$ cat config.mk
export PLATFORM = sky130hd
export DESIGN_NAME = eqts_sequencer
export DESIGN_NICKNAME = d
export VERILOG_FILES = /design/src/design/eqts_pkg.sv /design/src/design/eqts_sequencer.sv /design/src/design/eqts_chan_decode.sv /design/src/design/eqts_cfg_access.sv
export SDC_FILE = /design/constraint.sdc
export NUM_CORES = 1
export LEC_CHECK = 0
export ABC_CLOCK_PERIOD_IN_PS = 2310
export BUFFER_PORTS_ARGS = -buffer_cell sky130_fd_sc_hd__clkbuf_2
export CELL_PAD_IN_SITES_DETAIL_PLACEMENT = 0
export CELL_PAD_IN_SITES_GLOBAL_PLACEMENT = 2
export CORE_MARGIN = 4
export CORE_UTILIZATION = 24
export CTS_CLUSTER_DIAMETER = 100
export DETAILED_ROUTE_END_ITERATION = 8
export PLACE_DENSITY = 0.77
export SLEW_MARGIN = 20
export SYNTH_ARGS = -nofsm -noshare
export SYNTH_HDL_FRONTEND = slang
export SYNTH_SLANG_ARGS = --single-unit
$ cat constraint.sdc
create_clock -name clk -period 2.31 [get_ports clk]
set_input_delay 0.231 -clock clk [delete_from_list [all_inputs] [get_ports clk]]
set_output_delay 0.231 -clock clk [all_outputs]
set_load 0.01 [all_outputs]
$ cat src/design/eqts_pkg.sv
// Constants shared by the equalizer tuning sequencer and its helpers.
// Assumes one sequencer per octal, on the configuration-port clock.
package eqts_pkg;

  ////////////////////////////////////////////////////////////////////////////
  // Octal shape and channel selection
  localparam int CH_COUNT = 8;
  localparam int CH_IDX_W = 3;
  localparam int SEL_W = 4;
  localparam logic [3:0] SEL_ALL = 4'h8;
  localparam logic [3:0] SEL_NONE = 4'h8;
  localparam logic [7:0] MASK_ALL = 8'hff;

  ////////////////////////////////////////////////////////////////////////////
  // Configuration port shape
  localparam int CFG_AW = 16;
  localparam int CFG_DW = 32;

  // Per-channel tuning control and status words, one stride per channel
  localparam logic [15:0] CTRL_BASE = 16'h0100;
  localparam logic [15:0] STAT_BASE = 16'h0104;
  localparam int CH_STRIDE_SHIFT = 4;

  // Control word fields
  localparam int EN_COARSE_BIT = 0;
  localparam int EN_FINE_BIT = 1;
  localparam int LOOPBACK_BIT = 2;
  localparam logic [31:0] CTRL_OFF = 32'h0000_0000;

  // Status word fields
  localparam int STAT_DONE_BIT = 0;
  localparam int STAT_ERR_BIT = 1;

  ////////////////////////////////////////////////////////////////////////////
  // Timing
  localparam int CLK_PERIOD_NS = 50;
  localparam int POLL_GAP_NS = 1000;
  // A least spacing, so round up
  localparam int POLL_GAP_CYC =
    (POLL_GAP_NS + CLK_PERIOD_NS - 1) / CLK_PERIOD_NS;
  localparam int POLL_CNT_W = 8;

  ////////////////////////////////////////////////////////////////////////////
  // Reset values
  localparam logic [7:0] DONE_RST = 8'h00;
  localparam logic [3:0] DBG_CH_RST = 4'h0;

endpackage : eqts_pkg

$ cat src/design/eqts_sequencer.sv
// Equalizer tuning sequencer for one transceiver octal.
// Assumes clk is the octal's configuration-port clock and rst is released
// by surrounding logic once the active channels report receiver_ready.
//
// Operation
// - Select 0..7 picks one channel, 8 picks all, other codes illegal.
// - Channel selection is ignored while the tuner is held in reset.
// - Reset returns to the initial state and retunes all channels unlooped.
// - Retune request re-enables tuning for the selected channel or channels.
// - Sticky per-channel done bits: 1 finished cleanly, 0 otherwise.
// - Current state of the tuning machine is shown on a 9-bit output.
// - A 4-bit output names the channel whose status is being read.
// - All logic runs on the configuration-port clock.
// - Block masters the configuration port: address, data, enable, write.
// - Out of reset, coarse and fine tuning enabled regardless of loopback.
// - Machine halts in done and restarts only on a retune pulse.
// - After a retune the channel's done bit sets only on a clean finish and machine returns done.
// - One sequencer per octal, owning that octal's configuration port.
`timescale 1ns/1ns
`default_nettype none

module eqts_sequencer
  import eqts_pkg::*;
#(
  parameter int POLL_CYC = POLL_GAP_CYC
)
(
  input wire logic clk,
  input wire logic rst,
  input wire logic [CH_COUNT-1:0] loopback_en,
  input wire logic [SEL_W-1:0] channel_select,
  input wire logic retune_req,
  output logic [CH_COUNT-1:0] tuning_done,
  output logic [8:0] tuning_state,
  output logic [3:0] status_read_channel,
  output logic [CFG_AW-1:0] cfg_addr,
  output logic [CFG_DW-1:0] cfg_wdata,
  output logic cfg_en,
  output logic cfg_we,
  input wire logic [CFG_DW-1:0] cfg_rdata,
  input wire logic cfg_ready
);

  typedef enum logic [8:0] {
    ST_START,
    ST_EN_REQ,
    ST_EN_WAIT,
    ST_POLL_GAP,
    ST_POLL_REQ,
    ST_POLL_WAIT,
    ST_OFF_REQ,
    ST_OFF_WAIT,
    ST_TUNE_DONE
  } eqts_state_t;

  ////////////////////////////////////////////////////////////////////////////
  // Lowest channel in the mask at or above a start index, SEL_NONE if none
  function automatic logic [3:0] eqts_next_ch(
    input logic [CH_COUNT-1:0] m,
    input logic [3:0] from
  );
    logic [3:0] res;
    res = SEL_NONE;
    for (int i = CH_COUNT - 1; i >= 0; i--)
    begin
      if (m[i] && (4'(i) >= from))
      begin
        res = 4'(i);
      end
    end
    return res;
  endfunction : eqts_next_ch

  ////////////////////////////////////////////////////////////////////////////
  // Sequencer state
  eqts_state_t state_r, state_nxt;
  logic [CH_COUNT-1:0] mask_r, mask_nxt;
  logic [CH_IDX_W-1:0] ch_r, ch_nxt;
  logic [POLL_CNT_W-1:0] gap_r, gap_nxt;
  logic [CH_COUNT-1:0] done_r, done_nxt;
  logic [CH_COUNT-1:0] done_set, done_clr;
  logic boot_r, boot_nxt;

  // Access port wiring
  logic req_valid;
  logic req_we;
  logic [CFG_AW-1:0] req_addr;
  logic [CFG_DW-1:0] req_wdata;
  logic rsp_valid;
  logic [CFG_DW-1:0] rsp_rdata;

  // Selection decode
  logic [CH_COUNT-1:0] sel_mask;
  logic sel_legal;
  logic [3:0] first_ch;
  logic [3:0] after_ch;
  logic [CFG_AW-1:0] ch_offset;

  ////////////////////////////////////////////////////////////////////////////
  eqts_chan_decode u_decode (
    .sel(channel_select),
    .mask(sel_mask),
    .legal(sel_legal)
  );

  eqts_cfg_access u_access (
    .clk(clk),
    .rst(rst),
    .req_valid(req_valid),
    .req_we(req_we),
    .req_addr(req_addr),
    .req_wdata(req_wdata),
    .rsp_valid(rsp_valid),
    .rsp_rdata(rsp_rdata),
    .cfg_en(cfg_en),
    .cfg_we(cfg_we),
    .cfg_addr(cfg_addr),
    .cfg_wdata(cfg_wdata),
    .cfg_rdata(cfg_rdata),
    .cfg_ready(cfg_ready)
  );

  ////////////////////////////////////////////////////////////////////////////
  assign first_ch = eqts_next_ch(sel_mask, 4'h0);
  assign after_ch = eqts_next_ch(mask_r, 4'({1'b0, ch_r}) + 4'h1);
  assign ch_offset = CFG_AW'({ch_r, {CH_STRIDE_SHIFT{1'b0}}});

  always_comb
  begin
    state_nxt = state_r;
    mask_nxt = mask_r;
    ch_nxt = ch_r;
    gap_nxt = gap_r;
    done_set = '0;
    done_clr = '0;
    req_valid = 1'b0;
    req_we = 1'b0;
    req_addr = '0;
    req_wdata = CTRL_OFF;
    unique case (state_r)
      ST_START:
      begin
        // Reset mask covers every channel, so channel 0 goes first
        ch_nxt = '0;
        state_nxt = ST_EN_REQ;
      end
      ST_EN_REQ:
      begin
        req_valid = 1'b1;
        req_we = 1'b1;
        req_addr = CTRL_BASE + ch_offset;
        req_wdata = CTRL_OFF;
        req_wdata[EN_COARSE_BIT] = 1'b1;
        req_wdata[EN_FINE_BIT] = 1'b1;
        // Loopback is sampled here only; user keeps it steady until done
        req_wdata[LOOPBACK_BIT] = loopback_en[ch_r] & ~boot_r;
        state_nxt = ST_EN_WAIT;
      end
      ST_EN_WAIT:
      begin
        if (rsp_valid)
        begin
          gap_nxt = POLL_CNT_W'(POLL_CYC - 1);
          state_nxt = ST_POLL_GAP;
        end
      end
      ST_POLL_GAP:
      begin
        // Spacing keeps polling from hogging the shared port
        if (gap_r == '0)
        begin
          state_nxt = ST_POLL_REQ;
        end
        else
        begin
          gap_nxt = gap_r - 1'b1;
        end
      end
      ST_POLL_REQ:
      begin
        req_valid = 1'b1;
        req_addr = STAT_BASE + ch_offset;
        state_nxt = ST_POLL_WAIT;
      end
      ST_POLL_WAIT:
      begin
        if (rsp_valid)
        begin
          if (rsp_rdata[STAT_DONE_BIT])
          begin
            // A finish with errors leaves the bit clear
            done_set[ch_r] = ~rsp_rdata[STAT_ERR_BIT];
            state_nxt = ST_OFF_REQ;
          end
          else
          begin
            gap_nxt = POLL_CNT_W'(POLL_CYC - 1);
            state_nxt = ST_POLL_GAP;
          end
        end
      end
      ST_OFF_REQ:
      begin
        req_valid = 1'b1;
        req_we = 1'b1;
        req_addr = CTRL_BASE + ch_offset;
        req_wdata = CTRL_OFF;
        state_nxt = ST_OFF_WAIT;
      end
      ST_OFF_WAIT:
      begin
        if (rsp_valid)
        begin
          if (after_ch == SEL_NONE)
          begin
            state_nxt = ST_TUNE_DONE;
          end
          else
          begin
            ch_nxt = after_ch[CH_IDX_W-1:0];
            state_nxt = ST_EN_REQ;
          end
        end
      end
      ST_TUNE_DONE:
      begin
        // Halts here; illegal codes leave the machine parked
        if (retune_req && sel_legal)
        begin
          mask_nxt = sel_mask;
          done_clr = sel_mask;
          ch_nxt = first_ch[CH_IDX_W-1:0];
          state_nxt = ST_EN_REQ;
        end
      end
    endcase
  end

  ////////////////////////////////////////////////////////////////////////////
  // The run after reset is unlooped whatever the user drives; the first
  // accepted retune hands loopback back to the user
  always_comb
  begin
    boot_nxt = boot_r;
    if ((state_r == ST_TUNE_DONE) && retune_req && sel_legal)
    begin
      boot_nxt = 1'b0;
    end
  end

  always_ff @(posedge clk)
  begin
    if (rst)
    begin
      boot_r <= 1'b1;
    end
    else
    begin
      boot_r <= boot_nxt;
    end
  end

  ////////////////////////////////////////////////////////////////////////////
  // Sticky done bits; a set wins over a clear in the same cycle
  genvar gi;
  generate
    for (gi = 0; gi < CH_COUNT; gi++)
    begin : g_done
      assign done_nxt[gi] = done_set[gi] |
                            (done_r[gi] & ~done_clr[gi]);
    end
  endgenerate

  ////////////////////////////////////////////////////////////////////////////
  // Synchronous reset dominates, so channel_select is not looked at
  always_ff @(posedge clk)
  begin
    if (rst)
    begin
      state_r <= ST_START;
      mask_r <= MASK_ALL;
      ch_r <= '0;
      gap_r <= '0;
      done_r <= DONE_RST;
    end
    else
    begin
      state_r <= state_nxt;
      mask_r <= mask_nxt;
      ch_r <= ch_nxt;
      gap_r <= gap_nxt;
      done_r <= done_nxt;
    end
  end

  ////////////////////////////////////////////////////////////////////////////
  assign tuning_done = done_r;
  assign tuning_state = state_r;
  assign status_read_channel = 4'({1'b0, ch_r});

endmodule : eqts_sequencer

`default_nettype wire

$ cat src/design/eqts_chan_decode.sv
// Turns the channel selection code into a channel mask.
// Assumes the code is steady in the cycle it is sampled.
`timescale 1ns/1ns
`default_nettype none

module eqts_chan_decode
  import eqts_pkg::*;
(
  input wire logic [SEL_W-1:0] sel,
  output logic [CH_COUNT-1:0] mask,
  output logic legal
);

  ////////////////////////////////////////////////////////////////////////////
  // One mask bit per channel
  genvar gi;
  generate
    for (gi = 0; gi < CH_COUNT; gi++)
    begin : g_bit
      assign mask[gi] = (sel == SEL_ALL) ||
                        (sel == SEL_W'(gi));
    end
  endgenerate

  // Codes above all-channels select nothing and are refused
  assign legal = (sel <= SEL_ALL);

endmodule : eqts_chan_decode

`default_nettype wire

$ cat src/design/eqts_cfg_access.sv
// Single-access master for the dynamic configuration port.
// Assumes the port answers each enable with exactly one ready.
`timescale 1ns/1ns
`default_nettype none

module eqts_cfg_access
  import eqts_pkg::*;
(
  input wire logic clk,
  input wire logic rst,
  input wire logic req_valid,
  input wire logic req_we,
  input wire logic [CFG_AW-1:0] req_addr,
  input wire logic [CFG_DW-1:0] req_wdata,
  output logic rsp_valid,
  output logic [CFG_DW-1:0] rsp_rdata,
  output logic cfg_en,
  output logic cfg_we,
  output logic [CFG_AW-1:0] cfg_addr,
  output logic [CFG_DW-1:0] cfg_wdata,
  input wire logic [CFG_DW-1:0] cfg_rdata,
  input wire logic cfg_ready
);

  typedef enum logic {ACC_IDLE, ACC_WAIT} eqts_acc_t;

  eqts_acc_t st_r, st_nxt;
  logic en_r, en_nxt;
  logic we_r, we_nxt;
  logic [CFG_AW-1:0] addr_r, addr_nxt;
  logic [CFG_DW-1:0] wdata_r, wdata_nxt;
  logic vld_r, vld_nxt;
  logic [CFG_DW-1:0] rdata_r, rdata_nxt;

  ////////////////////////////////////////////////////////////////////////////
  always_comb
  begin
    st_nxt = st_r;
    en_nxt = 1'b0;
    we_nxt = we_r;
    addr_nxt = addr_r;
    wdata_nxt = wdata_r;
    vld_nxt = 1'b0;
    rdata_nxt = rdata_r;
    unique case (st_r)
      ACC_IDLE:
      begin
        // Requests while an access is open are dropped; caller waits
        if (req_valid)
        begin
          en_nxt = 1'b1;
          we_nxt = req_we;
          addr_nxt = req_addr;
          wdata_nxt = req_wdata;
          st_nxt = ACC_WAIT;
        end
      end
      ACC_WAIT:
      begin
        if (cfg_ready)
        begin
          vld_nxt = 1'b1;
          rdata_nxt = cfg_rdata;
          st_nxt = ACC_IDLE;
        end
      end
    endcase
  end

  always_ff @(posedge clk)
  begin
    if (rst)
    begin
      st_r <= ACC_IDLE;
      en_r <= 1'b0;
      we_r <= 1'b0;
      addr_r <= '0;
      wdata_r <= '0;
      vld_r <= 1'b0;
      rdata_r <= '0;
    end
    else
    begin
      st_r <= st_nxt;
      en_r <= en_nxt;
      we_r <= we_nxt;
      addr_r <= addr_nxt;
      wdata_r <= wdata_nxt;
      vld_r <= vld_nxt;
      rdata_r <= rdata_nxt;
    end
  end

  assign cfg_en = en_r;
  assign cfg_we = we_r;
  assign cfg_addr = addr_r;
  assign cfg_wdata = wdata_r;
  assign rsp_valid = vld_r;
  assign rsp_rdata = rdata_r;

endmodule : eqts_cfg_access

`default_nettype wire

==> flow_metrics.py, run 1 <==
metrics = {
    "outcome": {
        "status": "finished, final reports clean",
    },
    "critical_path": {
        "reg2reg_depth": 8,
        "critPathSlowestCell": "dfxtp_1",
        "cp-end-kind": "flop",
        "worstPathCellList": "buf_4, ha_1, nand2b_2, o311ai_4, nand3_2, buf_4, o311ai_0, a21oi_1",
        "crit_fanout": 6,
        "required_ps": 2480,
        "max_stage_delay_ps": 350,
        "worstReg2RegStart": "ch_r[0]$_SDFFE_PP0P_",
        "rrSetupSlack_ps": 190,
        "cp.arrival_ps": 2290,
        "worstSetupPathType": "flop to flop",
        "rr_endpoint": "tuning_state[0]$_SDFFE_PP0P_",
        "startpoint_type": "flop",
        "cp_common_cell": "buf_4",
    },
    "drt": {
        "viasPerCell": 4.51,
        "drt_pass1_iterations": 4,
        "drt_iter0_drc": 141,
        "vias": 2450,
        "routedWlPerCell_microns": 13.5,
        "drc": 0,
        "ant_nets": 0,
        "wl_microns": 7310,
    },
    "logic_synthesis": {
        "synth_cells": 343,
        "yosys_warnings": 0,
        "yosys.area.top_type": "dfxtp_1",
        "ys_types": 64,
        "synth-seq-cells": 45,
        "netlist_area_sq_um": 2850,
        "synth-edff-count": 0,
        "synthFlopType": "dfxtp_1",
        "async_flop_share_pct": 0,
        "yosysMostFrequentCell": "buf_4",
        "syn-mean-instance-area_sq_um": 8.31,
        "yosysTopAreaCellShare_pct": 31.6,
        "synth_area_leaders": "dfxtp_1 (32%), buf_4 (13%), nand2_1 (4.5%)",
        "synth_common_cells": "buf_4 (49), dfxtp_1 (45), nand2_1 (34)",
        "yosysSeqAreaShare_pct": 31.6,
    },
    "global_route": {
        "antenna_found_initial": 0,
        "grt_usage_pct": 10.6,
        "grt_pass1_vias": 2310,
        "grt_pass1_wl_microns": 11500,
        "grt_max_degree": 21,
        "grt-ovfl-total": 0,
    },
    "floorplanning": {
        "fp.dieH_microns": 117,
        "io_pins": 119,
        "die_w_microns": 117,
        "core_region_area_sq_um": 11500,
        "rows": 39,
        "start_util_pct": 24.8,
        "dieArea_sq_um": 13700,
    },
    "timing": {
        "tightest_slew_ps": 599,
        "fin_crit_sh_pct": 91.8,
        "min_period_ps": 2120,
        "slew_headroom_pct": 59.7,
        "slew_violations": 0,
        "rsz0062_at_grt": "no",
        "fmax_ghz": 0.471,
        "hold_viol": 0,
        "setup_viol": 0,
        "skew_ps": 3.96,
    },
    "power": {
        "p_int_uw": 2020,
        "p_clk_share_pct": 30.7,
        "power_frac_comb_pct": 38.4,
        "p_leak_uw": 0.00152,
        "switchingPower_uw": 1060,
        "vdd_drop_max_mv": 0.302,
        "swShare_pct": 34.5,
        "cellPowerDensity_nw_per_um2": 907,
        "p_seq_share_pct": 30.9,
    },
    "clock_tree": {
        "htree_levels": 2,
        "hold_buffers": 0,
        "post_cts_buffers": 0,
        "cts.sinks": 45,
        "worst_skew_pair.late_latency_ps": 290,
        "root_buffer": "clkbuf_16",
        "numCtsBuffers": 5,
        "tritoncts": "yes",
        "clockBufferDepth": 2,
        "clk_pin_slew_ps": 70,
    },
    "min_path": {
        "hold_end": "u_access.rsp_rdata[0]$_SDFFE_PP0P_",
        "worstHoldStart": "cfg_rdata[0]",
        "min_path_cells": 3,
        "min_path_type": "primary input to flop",
    },
    "cells_and_area": {
        "nNetsFinal": 453,
        "finalNonFillerCells": 543,
        "ff_latch_area_sq_um": 902,
        "diodes": 0,
        "fin_area_sq_um": 3400,
        "fill_cells": 1276,
        "drive_above_1_share_pct": 23.5,
        "areaGrowthSynthToFinish_pct": 19.2,
        "multi_input_area_sq_um": 1670,
    },
    "placed_design": {
        "placement.cell_area_sq_um": 3170,
        "dp.cells": 535,
        "place.gp.congestion": 0.791,
        "dp_hpwl_microns": 5690,
        "io_buffers": 42,
    },
    "flow_run": {
        "max-cap-violations": 0,
    },
}
repair_timing:
action,in CTS,in global routing
endpoints found under the setup margin,1,5
endpoints found under the hold margin,0,0
gates resized for setup,1,8
area by class of cell:
cell class,instances,share of cell area [%]
tap,143,5.27
timing repair buffer,67,11.7
multi-input combinational,266,49.2
inverter,14,1.55
clock inverter,3,2.03
sequential,45,26.5
clock buffer,5,3.68
flip-flops by register name (all words and copies together) (netlist names), 2 cells and up:
| name | flops |
|---|---|
| u_access.cfg_wdata | 2 |
| u_access.cfg_addr | 5 |
| mask_r | 8 |
| tuning_done | 8 |
| gap_r | 8 |
| tuning_state | 4 |
| u_access.rsp_rdata | 2 |
| ch_r | 3 |
metal layers:
| layer | track usage (%) | up-vias | share of wire, % |
|---|---|---|---|
| met5 | 0 | - | 0 |
| li1 | - | 1249 | - |
| met1 | 14.1 | 1133 | 46 |
| met4 | 3.75 | 0 | 1.8 |
| met3 | 2.31 | 11 | 5.1 |
| met2 | 17.0 | 57 | 47 |
power by group through the flow:
stage	Combinational, uW	Sequential [uW]	Clock (uW)
after floorplan	804	993	0
after global placement	1150	969	0
after detailed placement	1160	970	0
after CTS	1170	954	967
after global routing	1320	972	999
final	1180	953	946
worst max-delay path by stage:
stage,depth (start not counted),slack [ps],end,from
after floorplan,8,2,ch_r[0]$_SDFFE_PP0P_,ch_r[0]$_SDFFE_PP0P_
after global placement,7,-10,ch_r[0]$_SDFFE_PP0P_,ch_r[0]$_SDFFE_PP0P_
after detailed placement,7,10,ch_r[0]$_SDFFE_PP0P_,ch_r[0]$_SDFFE_PP0P_
after CTS,7,40,ch_r[0]$_SDFFE_PP0P_,ch_r[1]$_SDFFE_PP0P_
after global routing,8,50,tuning_state[0]$_SDFFE_PP0P_,ch_r[0]$_SDFFE_PP0P_
final,8,190,tuning_state[0]$_SDFFE_PP0P_,ch_r[0]$_SDFFE_PP0P_
kinds of logic after synthesis:
| family | share of synthesized area (%) |
|---|---|
| AO/OA/AOI/OAI | 20.9 |
| XOR/XNOR | 1.54 |
| adder cells (fa/ha/maj) | 2.63 |
| buffers and inverters | 17.2 |
| flip-flops | 31.6 |
| multiplexers | 6.19 |
| other | 0.132 |
| AND/OR/NAND/NOR | 19.8 |
worst max-delay path, delay by kind of cell (launching register included):
| kind | cells | cell delay [ps] |
|---|---|---|
| AO/OA/AOI/OAI | 3 | 740 |
| adder cells (fa/ha/maj) | 1 | 180 |
| buffers and inverters | 2 | 340 |
| flip-flops | 1 | 350 |
| AND/OR/NAND/NOR | 2 | 390 |
cells in the final DEF, fill, tap and decap left out, drive strengths merged, types with 6 or more instances in the layout:
cell type / count
nand3: 6
clkbuf: 47
nor3: 8
buf: 25
a21oi: 25
nor2: 25
nand2: 34
mux2i: 12
ha: 6
a211oi: 6
o21ai: 6
nand2b: 8
conb: 46
dfxtp: 45
inv: 15
metrics by stage:
stage	util, %	setup slack, ps	power [uW]	TNS, ps	hold slack (ps)
after floorplan	-	1.86	1800	0	366
after global placement	27.5	-11.5	2120	-11.5	435
after detailed placement	27.5	14.0	2130	0	438
after CTS	29.2	41.9	3090	0	167
after global routing	29.5	45.0	3290	0	187
final	29.5	189	3080	0	167
Power figures use the tool's default switching activity.
==> inputs of run 2 (changes only) <==
--- a/config.mk
+++ b/config.mk
@@ -8,12 +8,12 @@
 export ABC_CLOCK_PERIOD_IN_PS = 2310
 export BUFFER_PORTS_ARGS = -buffer_cell sky130_fd_sc_hd__clkbuf_2
 export CELL_PAD_IN_SITES_DETAIL_PLACEMENT = 0
-export CELL_PAD_IN_SITES_GLOBAL_PLACEMENT = 2
+export CELL_PAD_IN_SITES_GLOBAL_PLACEMENT = 1
 export CORE_MARGIN = 4
-export CORE_UTILIZATION = 24
+export CORE_UTILIZATION = 31
 export CTS_CLUSTER_DIAMETER = 100
 export DETAILED_ROUTE_END_ITERATION = 8
-export PLACE_DENSITY = 0.77
+export PLACE_DENSITY = 0.78
 export SLEW_MARGIN = 20
 export SYNTH_ARGS = -nofsm -noshare
 export SYNTH_HDL_FRONTEND = slang
==> run 2 against run 1 <==
Net effect:
- clock power shrank 35%
- flip-flop and latch count is the same
- clock skew grew 2.1 ps
- utilization grew 7.3 points
- total power shrank 11%
- sequential share of layout area grew 1.1 points
- sequential power grew 1%
- register-to-register slack lost 20 ps
- fmax shrank 1.1%
- wire length shrank 5.7%
- worst hold slack lost 9.2 ps
- cell count shrank 6.3%
- largest cell class unchanged
==> flow_metrics.py, run 2 (synthesis gave the netlist of run 1 again) <==
metrics = {
    "placed_design": {
        "io_buffers": 42,
        "dp_hpwl_microns": 5480,
        "place.gp.congestion": 0.822,
    },
    "critical_path": {
        "crit_fanout": 7,
        "critPathTopFamily": "compound AO/OA/AOI/OAI gates",
        "startpoint_type": "flop",
        "worstPathCellList": "buf_4, ha_1, nand2b_1, o311ai_2, nand3_1, buf_4, o311ai_0, a21oi_1",
        "cp-end-kind": "flop",
        "worstSetupPathType": "flop to flop",
        "rrSetupSlack_ps": 170,
        "max_stage_delay_ps": 350,
        "critPathSlowestCell": "dfxtp_1",
        "reg2reg_depth": 8,
        "cp_common_cell": "buf_4",
        "cp.arrival_ps": 2330,
        "required_ps": 2490,
        "rr_endpoint": "tuning_state[0]$_SDFFE_PP0P_",
        "cp_num_buf_inv": 2,
        "worstReg2RegStart": "ch_r[0]$_SDFFE_PP0P_",
    },
    "clock_tree": {
        "cts.sinks": 45,
        "root_buffer": "clkbuf_8",
        "clockBufferDepth": 2,
        "clk_pin_slew_ps": 90,
        "htree_levels": 2,
        "worst_skew_pair.late_latency_ps": 300,
        "hold_buffers": 0,
        "tritoncts": "yes",
        "numCtsBuffers": 5,
    },
    "drt": {
        "wl_microns": 6900,
        "drc": 0,
        "ant_nets": 0,
        "drt_iter0_drc": 141,
        "viasPerCell": 4.89,
        "drt_pass1_iterations": 4,
        "routedWlPerCell_microns": 13.6,
        "vias": 2490,
    },
    "power": {
        "power_frac_comb_pct": 42.1,
        "vdd_drop_max_mv": 0.283,
        "p_leak_uw": 0.00144,
        "swShare_pct": 37.2,
        "switchingPower_uw": 1020,
        "p_seq_share_pct": 35.3,
        "p_clk_share_pct": 22.5,
        "p_int_uw": 1720,
        "cellPowerDensity_nw_per_um2": 840,
    },
    "global_route": {
        "grt_usage_pct": 13.0,
        "grt_max_degree": 21,
        "antenna_found_initial": 0,
        "grt-ovfl-total": 0,
        "grt_pass1_wl_microns": 11700,
        "grt_pass1_vias": 2363,
    },
    "floorplanning": {
        "die_w_microns": 104,
        "start_util_pct": 32.2,
        "core_region_area_sq_um": 8850,
        "fp.dieH_microns": 104,
        "io_pins": 119,
        "rows": 34,
        "dieArea_sq_um": 10800,
    },
    "timing": {
        "fin_crit_sh_pct": 92.9,
        "setup_viol": 0,
        "tightest_slew_ps": 594,
        "min_period_ps": 2140,
        "slew_violations": 0,
        "hold_viol": 0,
        "slew_headroom_pct": 60.1,
        "rsz0062_at_grt": "no",
        "fmax_ghz": 0.466,
        "skew_ps": 6.01,
        "setup_tns_ps": 0,
        "whs_ps": 157,
    },
    "min_path": {
        "hold_end": "u_access.rsp_rdata[0]$_SDFFE_PP0P_",
        "min_path_cells": 3,
        "worstHoldStart": "cfg_rdata[0]",
        "min_path_type": "primary input to flop",
    },
    "cells_and_area": {
        "areaGrowthSynthToFinish_pct": 14.1,
        "diodes": 0,
        "final_cell_mix": "conb_1 (46), dfxtp_1 (45), clkbuf_2 (42)",
        "drive_above_1_share_pct": 22.4,
        "layout_commonest_cell": "conb_1",
        "nNetsFinal": 454,
    },
    "outcome": {
        "status": "finished, final reports clean",
    },
    "flow_run": {
        "max-cap-violations": 0,
    },
}
-- run 2: final cells by class --
type | instances | area (sq um)
repair buffers | 68 | 405
fillers | 938 | 5600
well taps | 108 | 135
multi-input cells | 266 | 1650
clock inverters | 2 | 38.8
flip-flops and latches | 45 | 901
clock buffers | 6 | 72.6
inverters | 14 | 52.6
-- run 2: worst register-to-register path: cells and delay by family (launching register included) --
kind / cells / cell delay, ps
AOI/OAI and AO/OA: 3 / 740
adders and majority gates: 1 / 180
buffers and inverters: 2 / 360
DFF: 1 / 350
and+or+nand+nor: 2 / 400
-- run 2: metrics by stage --
stage | utilization (%) | instances | setup slack [ps] | area [sq um] | power, uW
4_1_cts | 36.6 | 509 | 165 | 3240 | 2740
3_5_place_dp | 35.4 | 501 | 203 | 3130 | 2120
3_3_place_gp | 35.4 | 501 | 94.8 | 3130 | 2100
6_report | 36.8 | 509 | 165 | 3250 | 2730
5_1_grt | 36.8 | 509 | 0.106 | 3250 | 2930
2_1_floorplan | - | 388 | 1.86 | 3030 | 1800
-- run 2: what timing repair did --
item | in CTS | in global routing
endpoints found under the setup margin | 0 | 2
gates resized for setup | 0 | 3
setup buffers | 0 | 0
-- run 2: metal layers --
metal / vias up / wire length, microns / track usage (%) / part of all wire [%]
met3: 14 / 369 / 2.92 / 5.4
met1: 1160 / 3030 / 16.6 / 44
met4: 0 / 119 / 4.56 / 1.7
met5: - / 0 / 0 / 0
li1: 1246 / - / - / -
met2: 70 / 3370 / 21.4 / 49
-- run 2: worst max path at each step --
stage | end | depth (start not counted) | slack (ps) | from
final | tuning_state[0]$_SDFFE_PP0P_ | 8 | 170 | ch_r[0]$_SDFFE_PP0P_
after detailed placement | ch_r[0]$_SDFFE_PP0P_ | 7 | 200 | ch_r[0]$_SDFFE_PP0P_
after CTS | ch_r[0]$_SDFFE_PP0P_ | 7 | 160 | ch_r[0]$_SDFFE_PP0P_
after global routing | tuning_done[6]$_SDFF_PP0_ | 4 | 0.1 | tuning_state[1]$_SDFFE_PP0P_
after floorplan | ch_r[0]$_SDFFE_PP0P_ | 8 | 2 | ch_r[0]$_SDFFE_PP0P_
after global placement | ch_r[0]$_SDFFE_PP0P_ | 7 | 90 | ch_r[0]$_SDFFE_PP0P_
-- run 2: power groups by stage --
stage               combinational, uW  sequential, uW  clock, uW
global route                     1290             986        656
finish                           1150             966        616
detailed placement               1130             986          0
floorplan                         804             993          0
global placement                 1120             979          0
CTS                              1140             968        632
==> inputs of run 3 (changes only) <==
--- a/config.mk
+++ b/config.mk
@@ -6,14 +6,13 @@
 export NUM_CORES = 1
 export LEC_CHECK = 0
 export ABC_CLOCK_PERIOD_IN_PS = 2310
-export BUFFER_PORTS_ARGS = -buffer_cell sky130_fd_sc_hd__clkbuf_2
 export CELL_PAD_IN_SITES_DETAIL_PLACEMENT = 0
 export CELL_PAD_IN_SITES_GLOBAL_PLACEMENT = 1
 export CORE_MARGIN = 4
-export CORE_UTILIZATION = 31
-export CTS_CLUSTER_DIAMETER = 100
+export CORE_UTILIZATION = 35
 export DETAILED_ROUTE_END_ITERATION = 8
-export PLACE_DENSITY = 0.78
+export DONT_BUFFER_PORTS = 1
+export PLACE_DENSITY = 0.68
 export SLEW_MARGIN = 20
 export SYNTH_ARGS = -nofsm -noshare
 export SYNTH_HDL_FRONTEND = slang
==> run 3 against run 2 <==
Net effect:
- design area down 4.2%
- clock power up 19%
- fmax down 1.3%
- combinational power down 8%
- first-iteration DRC count down 31%
- cell count down 8.4%
- register-to-register slack worse by 30 ps
- worst hold slack worse by 110 ps
- flip-flop and latch count unchanged
- critical path depth down 1
- sequential share of layout area up 1.3 points
==> flow_metrics.py, run 3 (synthesis gave the netlist of run 1 again) <==
metrics = {
    "timing": {
        "setup_viol": 0,
        "min_period_ps": 2170,
        "setup_tns_ps": 0,
        "rsz0062_at_grt": "no",
        "slew_violations": 0,
        "hold_viol": 0,
        "skew_ps": 2.66,
        "fin_crit_sh_pct": 94.1,
        "finalWorstSetupSlack_ps": 136,
        "tightest_slew_ps": 762,
        "slew_headroom_pct": 49.0,
        "fmax_ghz": 0.460,
    },
    "floorplanning": {
        "rows": 32,
        "io_pins": 119,
        "core_region_area_sq_um": 7810,
        "dieArea_sq_um": 9660,
        "die_w_microns": 98.3,
        "start_util_pct": 36.5,
        "fp.dieH_microns": 98.3,
    },
    "critical_path": {
        "cp.arrival_ps": 2360,
        "startpoint_type": "flop",
        "required_ps": 2490,
        "crit_fanout": 6,
        "worstSetupPathType": "flop to flop",
        "cp-end-kind": "flop",
    },
    "global_route": {
        "grtUsageMet1_pct": 17.6,
        "grtUsageMet3_pct": 3.21,
        "antenna_found_initial": 0,
        "grt-busiest-layer": "met2",
        "grt_pass1_vias": 2257,
        "grt_usage_pct": 14.2,
        "grt_max_degree": 20,
        "grt_pass1_wl_microns": 11300,
        "grt-ovfl-total": 0,
        "use_met2_pct": 25.2,
    },
    "drt": {
        "wl_microns": 6940,
        "drt_pass1_iterations": 4,
        "vias": 2341,
        "drt_iter0_drc": 97,
        "viasPerCell": 5.02,
        "routedWlPerCell_microns": 14.9,
        "drc": 0,
        "ant_nets": 0,
    },
    "cells_and_area": {
        "fill_cells": 829,
        "nNetsFinal": 417,
        "drive_above_1_share_pct": 14.8,
        "multi_input_area_sq_um": 1660,
        "ff_latch_area_sq_um": 902,
        "diodes": 0,
        "fin_area_sq_um": 3120,
        "post-route-util_pct": 39.9,
        "layout_commonest_cell": "conb_1",
        "final_cell_mix": "conb_1 (46), dfxtp_1 (44), nand2_1 (34)",
        "areaGrowthSynthToFinish_pct": 9.26,
    },
    "clock_tree": {
        "htree_levels": 2,
        "clk_pin_slew_ps": 90,
        "clockBufferDepth": 2,
        "worst_skew_pair.late_latency_ps": 300,
        "root_buffer": "clkbuf_8",
        "cts.sinks": 45,
        "numCtsBuffers": 5,
        "tritoncts": "yes",
    },
    "min_path": {
        "min_path_type": "primary input to flop",
    },
    "power": {
        "switchingPower_uw": 996,
        "p_seq_share_pct": 35.6,
        "p_clk_share_pct": 26.3,
        "swShare_pct": 35.7,
        "vdd_drop_max_mv": 0.449,
        "cellPowerDensity_nw_per_um2": 895,
        "p_leak_uw": 0.00133,
        "power_frac_comb_pct": 38.1,
        "p_int_uw": 1790,
    },
    "placed_design": {
        "placement.cell_area_sq_um": 2930,
        "dp_hpwl_microns": 5360,
        "place_ws_ps": -6.54,
        "place.gp.congestion": 0.846,
        "io_buffers": 0,
    },
    "flow_run": {
        "max-cap-violations": 0,
    },
    "outcome": {
        "status": "finished, final reports clean",
    },
}
==> run 3: worst max-delay path, cell delays in order, from the launching register on <==
cell and delay (ps):
dfxtp_1 360, buf_4 150, ha_1 180, nand2b_2 240, o311ai_4 260, nand3_1 180
o31a_1 330, a2111oi_1 360
==> run 3: per-stage QoR <==
step	power [uW]	hold slack (ps)	cells
2_1_floorplan	1800	366	388
3_3_place_gp	2030	307	455
3_5_place_dp	2050	313	455
4_1_cts	2800	46.1	465
5_1_grt	2980	54.8	466
6_report	2790	49.3	466
==> run 3: layer usage <==
layer	wire length [microns]	part of all wire, %
met3	321	4.6
met1	3040	44
met2	3520	51
met5	0	0
met4	67	0.97
==> run 3: power by group through the flow <==
stage | registers, uW | clock network (uW) | logic [uW]
finish | 993 | 734 | 1060
CTS | 994 | 755 | 1050
global route | 1010 | 773 | 1190
detailed placement | 1010 | 0 | 1040
floorplan | 993 | 0 | 804
global placement | 1010 | 0 | 1030
==> run 3: path summary, 6_finish.rpt <==
kind / slack (ps) / to / startpoint / cells past startpoint
hold reg to reg: 450 / boot_r$_SDFFE_PP1P_ / boot_r$_SDFFE_PP1P_ / 2
setup / recovery: 140 / ch_r[0]$_SDFFE_PP0P_ / ch_r[0]$_SDFFE_PP0P_ / 7
setup reg to reg: 140 / ch_r[0]$_SDFFE_PP0P_ / ch_r[0]$_SDFFE_PP0P_ / 7
hold / removal: 50 / mask_r[3]$_SDFFE_PP1P_ / rst / 2
==> run 3: cell type report <==
cell class / count / area share (%)
inverters: 14 / 1.69
flip-flops and latches: 45 / 29.0
multi-input cells: 266 / 53.2
repair buffers: 31 / 7.63
clock inverters: 3 / 2.21
clock buffers: 5 / 2.21
well taps: 102 / 4.10
==> run 3: timing repair <==
action,CTS,global route
setup buffers,0,1
endpoints found under the hold margin,19,0
endpoints found under the setup margin,1,4
resized for setup,1,7
pin swaps,0,1
hold buffers,2,0
